--- src/inc/cfs_map.svh ---
`ifndef CFS_MAP_SVH
`define CFS_MAP_SVH
// ****************************************
// Clock and timing
// ****************************************
`define CFS_CLK_MHZ 250
`define CFS_OV_DELAY_NS 10000
`define CFS_OV_CYCLES ((`CFS_OV_DELAY_NS * `CFS_CLK_MHZ + 999) / 1000)
`define CFS_SS_NS 1000000
`define CFS_SS_CYCLES (`CFS_SS_NS * `CFS_CLK_MHZ / 1000)
`define CFS_HICCUP_PERIODS 3'h7
`define CFS_FALLBACK_PULSES 4'h8
`define CFS_KHZ_0 500
`define CFS_KHZ_1 1000
`define CFS_KHZ_2 1500
`define CFS_KHZ_3 2000
// ****************************************
// Register offsets
// ****************************************
`define CFS_REG_CTRL 8'h00
`define CFS_REG_STATUS 8'h04
`define CFS_REG_CONFIG 8'h08
`define CFS_REG_IRQ_STAT 8'h0c
`define CFS_REG_IRQ_MASK 8'h10
// ****************************************
// Fields and reset values
// ****************************************
`define CFS_CTRL_RUN 0
`define CFS_CTRL_RESET 1'h1
`define CFS_IRQ_OV 0
`define CFS_IRQ_UV 1
`define CFS_IRQ_THERMAL 2
`define CFS_IRQ_SYNC_LOST 3
`define CFS_IRQ_SS_DONE 4
`define CFS_IRQ_MASK_RESET 5'h00
`define CFS_PHASE_TWO 4'h0
`define CFS_PHASE_A_LAST 4'h4
`define CFS_PHASE_B_LAST 4'h8
`endif

--- src/inc/cfs_pkg.sv ---
package cfs_pkg;
	typedef enum logic [2:0] {ST_OFF, ST_SOFT, ST_RUN, ST_HICCUP, ST_THERMAL} cfs_fsm_t;
	typedef enum logic [1:0] {PH_0, PH_90, PH_180, PH_270} cfs_phase_t;
	typedef struct packed {
		logic dualOutput;
		cfs_phase_t ch1Phase;
		cfs_phase_t ch2Phase;
		logic [1:0] ramp2Sel;
		logic [1:0] freqSel;
		logic [1:0] ramp1Sel;
	} cfs_cfg_t;
	typedef struct packed {
		logic cyc;
		logic stb;
		logic we;
		logic [7:0] adr;
		logic [3:0] sel;
		logic [31:0] dat;
	} cfs_wb_req_t;
	typedef struct packed {
		logic ack;
		logic [31:0] dat;
	} cfs_wb_rsp_t;
	typedef struct packed {
		logic overVolt;
		logic underVolt;
		logic overTemp;
		logic tempRecovered;
		logic softStartDone;
	} cfs_sense_t;
endpackage

--- src/design/cfs_supervisor.sv ---
// How it works
// - Feedback above overvoltage level for 10 us stops switching and enters hiccup.
// - After overvoltage hiccup entry, wait seven soft-start periods, then restart.
// - Overvoltage watch is live during soft start and afterwards.
// - Feedback below undervoltage level enters hiccup with seven soft-start periods wait.
// - Undervoltage watch is ignored until soft start has finished.
// - Junction temperature over the trip level halts conversion.
// - After thermal halt, restart only once temperature fell by the hysteresis.
// - Lost sync runs at 75 percent frequency for eight cycles, then free-running.
// - Dual phase with external clock switches at the sync input frequency.
// - Dual phase with external clock takes channel phasing from the phase strap.
// - Frequency strap sets frequency and output one ramp; phase strap sets phase, output two.
// - Phase code 10.7 k selects two-phase with channels at 0 and 180 degrees.
// - Codes 15.4 to 22.1 k select dual outputs at 0/180 with four ramps.
// - Codes 24.9 to 38.3 k select dual outputs at 90/270 with four ramps.
// - Dual outputs use a fixed internal one millisecond soft start.
`include "cfs_map.svh"
`default_nettype none
module cfs_supervisor #(
	parameter int SS_CYCLES = `CFS_SS_CYCLES
) (
	input wire logic sys_clk,
	input wire logic sys_rst,
	input wire logic enable,
	input wire cfs_pkg::cfs_sense_t sense,
	input wire logic syncIn,
	input wire logic [3:0] phaseStrapCode,
	input wire logic [3:0] frequencyStrapCode,
	input wire cfs_pkg::cfs_wb_req_t wbReq,
	output cfs_pkg::cfs_wb_rsp_t wbRsp,
	output logic switchEn,
	output logic ch1Clk,
	output logic ch2Clk,
	output cfs_pkg::cfs_cfg_t cfg,
	output logic syncLocked,
	output logic irq
);
	import cfs_pkg::*;

	// ****************************************
	// State
	// ****************************************
	typedef struct packed {
		cfs_fsm_t fsm;
		logic [11:0] ovCnt;
		logic [17:0] ssCnt;
		logic [2:0] hicCnt;
		cfs_cfg_t cfg;
		logic syncPrev;
		logic locked;
		logic [3:0] fallCnt;
		logic [10:0] divCnt;
		logic ch1Clk;
		logic ch2Clk;
		logic run;
		logic [4:0] irqStat;
		logic [4:0] irqMask;
		logic ack;
		logic [31:0] dat;
	} cfs_state_t;

	cfs_state_t state_ff;
	cfs_state_t nxt_state;

	localparam logic [11:0] OV_LAST = 12'(`CFS_OV_CYCLES - 1);
	localparam logic [17:0] SS_LAST = 18'(SS_CYCLES - 1);

	// Switching period in system cycles for each frequency strap group.
	function automatic logic [10:0] basePeriod(input logic [1:0] f);
		case (f)
			2'h0: basePeriod = 11'(`CFS_CLK_MHZ * 1000 / `CFS_KHZ_0);
			2'h1: basePeriod = 11'(`CFS_CLK_MHZ * 1000 / `CFS_KHZ_1);
			2'h2: basePeriod = 11'(`CFS_CLK_MHZ * 1000 / `CFS_KHZ_2);
			default: basePeriod = 11'(`CFS_CLK_MHZ * 1000 / `CFS_KHZ_3);
		endcase
	endfunction

	// Strap decode; codes above the last printed one fall back to the 0/180 dual group.
	function automatic cfs_cfg_t decode(input logic [3:0] p, input logic [3:0] f);
		decode.freqSel = f[3:2];
		decode.ramp1Sel = f[1:0];
		if (p == `CFS_PHASE_TWO) begin
			decode.dualOutput = 1'b0;
			decode.ch1Phase = PH_0;
			decode.ch2Phase = PH_180;
			decode.ramp2Sel = 2'h0;
		end else if (p > `CFS_PHASE_A_LAST && p <= `CFS_PHASE_B_LAST) begin
			decode.dualOutput = 1'b1;
			decode.ch1Phase = PH_90;
			decode.ch2Phase = PH_270;
			decode.ramp2Sel = 2'(p - 4'h5);
		end else begin
			decode.dualOutput = 1'b1;
			decode.ch1Phase = PH_0;
			decode.ch2Phase = PH_180;
			decode.ramp2Sel = 2'(p - 4'h1);
		end
	endfunction

	logic [10:0] period;
	logic [10:0] runPeriod;
	logic [10:0] offs1;
	logic [10:0] offs2;
	logic syncEdge;
	logic ssDone;
	logic ssWrap;
	logic [4:0] evt;
	logic [4:0] clr;
	logic wbHit;
	logic [31:0] rdData;

	always_comb begin
		nxt_state = state_ff;
		evt = 5'h00;
		clr = 5'h00;
		rdData = 32'h0000_0000;
		period = basePeriod(state_ff.cfg.freqSel);
		// Fallback stretches the period by four thirds, giving 75 percent of the rate.
		runPeriod = (state_ff.fallCnt != 4'h0) ? 11'((period * 4) / 3) : period;
		offs1 = 11'((period >> 2) * state_ff.cfg.ch1Phase);
		offs2 = 11'((period >> 2) * state_ff.cfg.ch2Phase);
		syncEdge = syncIn & ~state_ff.syncPrev;
		ssWrap = (state_ff.ssCnt == SS_LAST);
		// Multiphase soft start is timed outside; dual outputs use the fixed internal ramp.
		ssDone = state_ff.cfg.dualOutput ? ssWrap : sense.softStartDone;
		wbHit = wbReq.cyc & wbReq.stb & ~state_ff.ack;

		// ****************************************
		// Switching clock and sync tracking
		// ****************************************
		nxt_state.syncPrev = syncIn;
		if (syncEdge) begin
			// A sync edge restarts the divider, so the sync input sets the rate.
			nxt_state.divCnt = 11'h000;
			nxt_state.locked = 1'b1;
			nxt_state.fallCnt = 4'h0;
		end else if (state_ff.locked && state_ff.divCnt >= 11'(period * 2 - 1)) begin
			// Two silent periods count as a lost external clock.
			nxt_state.locked = 1'b0;
			nxt_state.fallCnt = `CFS_FALLBACK_PULSES;
			nxt_state.divCnt = 11'h000;
			evt[`CFS_IRQ_SYNC_LOST] = 1'b1;
		end else if (!state_ff.locked && state_ff.divCnt >= runPeriod - 11'h001) begin
			nxt_state.divCnt = 11'h000;
			if (state_ff.fallCnt != 4'h0) begin
				nxt_state.fallCnt = state_ff.fallCnt - 4'h1;
			end
		end else begin
			nxt_state.divCnt = state_ff.divCnt + 11'h001;
		end
		nxt_state.ch1Clk = (state_ff.divCnt == offs1);
		nxt_state.ch2Clk = (state_ff.divCnt == offs2);

		// ****************************************
		// Fault sequencer
		// ****************************************
		nxt_state.ssCnt = ssWrap ? 18'h00000 : state_ff.ssCnt + 18'h00001;
		case (state_ff.fsm)
			ST_OFF: begin
				nxt_state.ssCnt = 18'h00000;
				if (enable && state_ff.run) begin
					nxt_state.cfg = decode(phaseStrapCode, frequencyStrapCode);
					nxt_state.fsm = ST_SOFT;
				end
			end
			ST_SOFT: begin
				if (ssDone) begin
					nxt_state.fsm = ST_RUN;
					evt[`CFS_IRQ_SS_DONE] = 1'b1;
				end
			end
			ST_RUN: begin
				if (sense.underVolt) begin
					nxt_state.fsm = ST_HICCUP;
					nxt_state.ssCnt = 18'h00000;
					nxt_state.hicCnt = 3'h0;
					evt[`CFS_IRQ_UV] = 1'b1;
				end
			end
			ST_HICCUP: begin
				if (ssWrap) begin
					nxt_state.hicCnt = state_ff.hicCnt + 3'h1;
					if (state_ff.hicCnt == `CFS_HICCUP_PERIODS - 3'h1) begin
						nxt_state.fsm = ST_SOFT;
					end
				end
			end
			ST_THERMAL: begin
				if (sense.tempRecovered) begin
					nxt_state.fsm = ST_SOFT;
					nxt_state.ssCnt = 18'h00000;
				end
			end
			default: nxt_state.fsm = ST_OFF;
		endcase

		// Overvoltage must persist for the full qualification window.
		if ((state_ff.fsm == ST_SOFT || state_ff.fsm == ST_RUN) && sense.overVolt) begin
			nxt_state.ovCnt = state_ff.ovCnt + 12'h001;
			if (state_ff.ovCnt == OV_LAST) begin
				nxt_state.fsm = ST_HICCUP;
				nxt_state.ssCnt = 18'h00000;
				nxt_state.hicCnt = 3'h0;
				nxt_state.ovCnt = 12'h000;
				evt[`CFS_IRQ_OV] = 1'b1;
			end
		end else begin
			nxt_state.ovCnt = 12'h000;
		end

		// Thermal trip overrides every other fault while the part is enabled.
		if (state_ff.fsm != ST_OFF && state_ff.fsm != ST_THERMAL && sense.overTemp) begin
			nxt_state.fsm = ST_THERMAL;
			nxt_state.ovCnt = 12'h000;
			evt[`CFS_IRQ_THERMAL] = 1'b1;
		end
		if (!enable || !state_ff.run) begin
			nxt_state.fsm = ST_OFF;
			nxt_state.ovCnt = 12'h000;
		end

		// ****************************************
		// Wishbone slave
		// ****************************************
		case (wbReq.adr)
			`CFS_REG_CTRL: rdData = {31'h0, state_ff.run};
			`CFS_REG_STATUS: rdData = {24'h0, 3'h0, state_ff.fallCnt != 4'h0, state_ff.locked, state_ff.fsm};
			`CFS_REG_CONFIG: rdData = {21'h0, state_ff.cfg};
			`CFS_REG_IRQ_STAT: rdData = {27'h0, state_ff.irqStat};
			`CFS_REG_IRQ_MASK: rdData = {27'h0, state_ff.irqMask};
			default: rdData = 32'h0000_0000;
		endcase
		nxt_state.ack = wbHit;
		if (wbHit && !wbReq.we) begin
			nxt_state.dat = rdData;
		end
		if (wbHit && wbReq.we && wbReq.sel[0]) begin
			case (wbReq.adr)
				`CFS_REG_CTRL: nxt_state.run = wbReq.dat[`CFS_CTRL_RUN];
				`CFS_REG_IRQ_STAT: clr = wbReq.dat[4:0];
				`CFS_REG_IRQ_MASK: nxt_state.irqMask = wbReq.dat[4:0];
				default: ;
			endcase
		end
		// A new event in the clearing cycle keeps its bit set.
		nxt_state.irqStat = (state_ff.irqStat & ~clr) | evt;
	end

	always_ff @(posedge sys_clk) begin
		if (sys_rst) begin
			state_ff <= '0;
			state_ff.fsm <= ST_OFF;
			state_ff.run <= `CFS_CTRL_RESET;
			state_ff.irqMask <= `CFS_IRQ_MASK_RESET;
		end else begin
			state_ff <= nxt_state;
		end
	end

	assign wbRsp.ack = state_ff.ack;
	assign wbRsp.dat = state_ff.dat;
	assign switchEn = (state_ff.fsm == ST_SOFT) || (state_ff.fsm == ST_RUN);
	assign ch1Clk = state_ff.ch1Clk;
	assign ch2Clk = state_ff.ch2Clk;
	assign cfg = state_ff.cfg;
	assign syncLocked = state_ff.locked;
	assign irq = |(state_ff.irqStat & state_ff.irqMask);
endmodule // cfs_supervisor
`default_nettype wire

--- config.mk ---
export PLATFORM = sky130hd
export DESIGN_NAME = cfs_supervisor
export DESIGN_NICKNAME = d
export VERILOG_FILES = /design/src/inc/cfs_pkg.sv /design/src/design/cfs_supervisor.sv
export VERILOG_INCLUDE_DIRS = /design/src /design/src/inc
export SDC_FILE = /design/constraint.sdc
export NUM_CORES = 1
export LEC_CHECK = 0
export BUFFER_PORTS_ARGS = -buffer_cell sky130_fd_sc_hd__buf_2
export CORE_MARGIN = 2
export CORE_UTILIZATION = 50
export DETAILED_ROUTE_END_ITERATION = 8
export PLACE_DENSITY = 0.85
export RECOVER_POWER = 100
export SYNTH_ARGS = -nofsm -noshare
export SYNTH_HDL_FRONTEND = slang
export SYNTH_SLANG_ARGS = --single-unit
--- constraint.sdc ---
create_clock -name sys_clk -period 4.5 [get_ports sys_clk]
set_input_delay 1.125 -clock sys_clk [delete_from_list [all_inputs] [get_ports sys_clk]]
set_output_delay 1.125 -clock sys_clk [all_outputs]
set_load 0.05 [all_outputs]
==> metrics.cfg <==
[critical_path]
criticalPathCategory = reg2reg
worst-endpoint-arrival_ns = 4.19
timing.critical_path.required_ns = 4.80
setup.worst_path.start = state_ff[57]
setup.worst_path.start_class = register
r2r_start = state_ff[57]
crit_slowest_cell = sky130_fd_sc_hd__or3b_2
timing.critical_path.to_type = register
critical_path.max_fanout = 8
cpMostUsedCell = sky130_fd_sc_hd__ha_1
critical-path-max-stage-delay_ns = 0.56
worstPathCellList = inv_1 > ha_1 > or3b_2 > xnor2_1 > ha_1 > o21ai_0 > nor4_1 > o31ai_1 > ha_1 > and3_1 > o2111ai_1 > o211ai_1 > nand3_1 > or2_2 > a21oi_1

[global_route]
grt_overflow = 0
antenna_found_initial = 0
grt_first_pass_wirelength_um = 19100
vias_in_the_first_global_route = 4126
grt.total_usage = 0.204
grt_start_max_net_pins = 35

[timing]
final_max_slew_viol_count = 35
timing.final.setup_violations = 0
final.hold.worst_slack_ns = 0.453
post-route-min-period_ns = 3.89
setup_tns_ns = 0
setup_slack_ns = 0.609
achievable_freq_mhz = 257
worst_clock_skew_ns = 0.0122
report.final.hold_viol_count = 0
maxSlewHeadroom = -0.00830
grt_setup_unrepaired = no
final.period_utilization = 0.865
worst_pin_slew_ns = 1.51

[synthesis]
ys_seq_elements = 85
syn-mean-instance-area_um2 = 8.12
synth_edf_count = 0
synthesis.instances = 669
synth.yosys.seq_area_share = 0.313
mappedNetlistArea_um2 = 5430
synthesis.yosys.warnings = 0
synth_async_sr_flop_share = 0
ys_dominant_reg_cell = sky130_fd_sc_hd__dfxtp_1
synth.lib_cells_used.distinct = 65

[placement]
portBuffers = 59
hpwlAfterDp_um = 8600
dpl_worst_slack_ns = 0.669
gp_congestion = 0.889
numPlacedInstances = 829

[floorplanning]
core.rowCount = 38
io-pin-count = 113
floorplan.die.height_um = 108
die-width_um = 108
dieArea_um2 = 11700
core_region_area_um2 = 10700
initial_utilization = 0.508

[power]
final_power_w = 0.00162
power.leakage_nw = 2.31
power_density_nw_per_um2 = 284
ir_drop_mv = 0.235

[route]
routed_via_density = 5.38
first_pass_iters = 5
route.detailed.drc = 0
via_count = 4542
route.final.wire_length_um = 11500
routedWlPerCell_um = 13.6
detail_route.iter0.violations = 186
ant_nets = 0

[clocking]
tritoncts = done
clock_tree.root_cell = sky130_fd_sc_hd__clkbuf_8
post-cts-setup-buffers = 0
cts_num_sinks = 85
cts_buffers = 9
htree_num_levels = 3
worstSkewPairLatency_ns = 0.36
max-clock-path-buffers = 2
cts_hold_repair_buffers = 0
path_clk_slew_ns = 0.09
post_cts.resized_instances = 0

[final_layout]
area_added_between_synthesis_and_finish_pct = 5.09
finalNonFillerCells = 844
antenna_diode_count = 0
finish.net_count = 805
post_route_cells_drive_above_1_share = 0.0952

[flow_run]
cap_viol_max_count = 1

[outcome]
outcome = complete, but fails checks
violations = capacitance limit, slew limit

[hold_path]
worstHoldStart = state_ff[77]
timing.hold.worst.class = reg2reg

## cell usage in the layout (no fill, tap or decap), drive strengths merged, types with 4 or more instances in the layout
cell type / Yosys / layout
xor2: 21 / 21
nor2: 109 / 109
nand3: 32 / 32
a22oi: 8 / 8
nor3: 9 / 9
nor2b: 20 / 20
nand3b: 5 / 5
nand4: 7 / 7
conb: 2 / 25
nand2: 49 / 49
ha: 40 / 40
a22o: 4 / 4
dfxtp: 85 / 85
a21o: 5 / 5
nor4: 7 / 7
nand2b: 6 / 6
clkbuf: 14 / 37
a31oi: 4 / 4
buf: 50 / 34
and3: 8 / 8
a211oi: 6 / 6
mux2: 7 / 7
o21ai: 27 / 27
inv: 24 / 27
mux2i: 10 / 10
or3: 4 / 4
a21oi: 34 / 34
xnor2: 30 / 30
## per-layer routing
metal,track usage,share of wire,vias up
met5,0,0,-
met3,0.0482,0.056,11
met2,0.344,0.48,116
met1,0.262,0.45,2113
li1,-,-,2302
met4,0.0531,0.011,0
## power by group
group	leakage [nW]	internal, W	switching (W)
clock	0.0950	0.000221	0.000297
sequential	0.688	0.000768	0.0000310
combinational	1.53	0.0000999	0.000206
## sequential cells by signal, indices dropped and copies added, names as in the netlist
signal / count
cfg: 9
ch1Clk: 1
ch2Clk: 1
state_ff: 63
syncLocked: 1
wbRsp: 10
## worst max-delay path, delay by kind of cell (launching register included)
family	cells	cell delay [ns]
buffers and inverters	1	0.09
xor gates and xnor gates	1	0.18
AOI/OAI and AO/OA	5	0.87
adders and majority gates	3	0.70
and+or+nand+nor	5	1.68
DFF	1	0.32
## metrics by stage
| step | util | area [um^2] |
|---|---|---|
| 2_1_floorplan | - | 5520 |
| 3_3_place_gp | 0.522 | 5580 |
| 3_5_place_dp | 0.522 | 5580 |
| 4_1_cts | 0.539 | 5760 |
| 5_1_grt | 0.534 | 5710 |
| 6_report | 0.534 | 5710 |
## synthesized netlist by cell type (5+ instances only)
library cell | n | share of area
sky130_fd_sc_hd__inv_1 | 24 | 0.017
sky130_fd_sc_hd__nor4_1 | 6 | 0.0069
sky130_fd_sc_hd__a211oi_1 | 6 | 0.0083
sky130_fd_sc_hd__buf_4 | 44 | 0.061
sky130_fd_sc_hd__nand2b_1 | 5 | 0.0058
sky130_fd_sc_hd__ha_1 | 40 | 0.092
sky130_fd_sc_hd__a21oi_1 | 34 | 0.031
sky130_fd_sc_hd__nand3_1 | 32 | 0.029
sky130_fd_sc_hd__nor2_1 | 109 | 0.075
sky130_fd_sc_hd__a21o_1 | 5 | 0.0069
sky130_fd_sc_hd__nand4_1 | 7 | 0.0081
sky130_fd_sc_hd__mux2i_1 | 10 | 0.018
sky130_fd_sc_hd__o21ai_0 | 27 | 0.025
sky130_fd_sc_hd__clkbuf_1 | 13 | 0.0090
sky130_fd_sc_hd__xor2_1 | 21 | 0.034
sky130_fd_sc_hd__a22oi_1 | 8 | 0.011
sky130_fd_sc_hd__nor3_1 | 8 | 0.0074
sky130_fd_sc_hd__and3_1 | 7 | 0.0081
sky130_fd_sc_hd__dfxtp_1 | 85 | 0.31
sky130_fd_sc_hd__nand2_1 | 48 | 0.033
sky130_fd_sc_hd__nor2b_1 | 20 | 0.023
sky130_fd_sc_hd__nand3b_1 | 5 | 0.0069
sky130_fd_sc_hd__xnor2_1 | 30 | 0.048
sky130_fd_sc_hd__mux2_2 | 7 | 0.015
## area by class of cell
| cell class | instances | area (um^2) |
|---|---|---|
| fill | 1035 | 4990 |
| multi-input combinational | 519 | 3280 |
| sequential | 85 | 1700 |
| timing repair buffer | 61 | 277 |
| tap | 140 | 175 |
| clock buffer | 10 | 138 |
| inverter | 24 | 90.1 |
| clock inverter | 5 | 42.5 |
## final timing paths
check	slack, ns	cells past startpoint	to
min reg2reg	0.45	1	state_ff[77]
min	0.45	1	state_ff[77]
max reg2reg	0.61	15	state_ff[58]
max	0.61	15	state_ff[58]
## logic make-up (layout without fill, tap and decap cells)
| group | count (synthesis) | in the layout | synth area share |
|---|---|---|---|
| flip-flops | 85 | 85 | 0.313 |
| AO/OA/AOI/OAI | 109 | 109 | 0.126 |
| adder cells (fa/ha/maj) | 41 | 41 | 0.0958 |
| AND/OR/NAND/NOR | 276 | 276 | 0.253 |
| XOR/XNOR | 51 | 51 | 0.0822 |
| multiplexers | 17 | 17 | 0.0329 |
| buffers and inverters | 88 | 100 | 0.0949 |
| other | 2 | 25 | 0.00138 |
No activity file was read; power rests on OpenSTA's default activity.
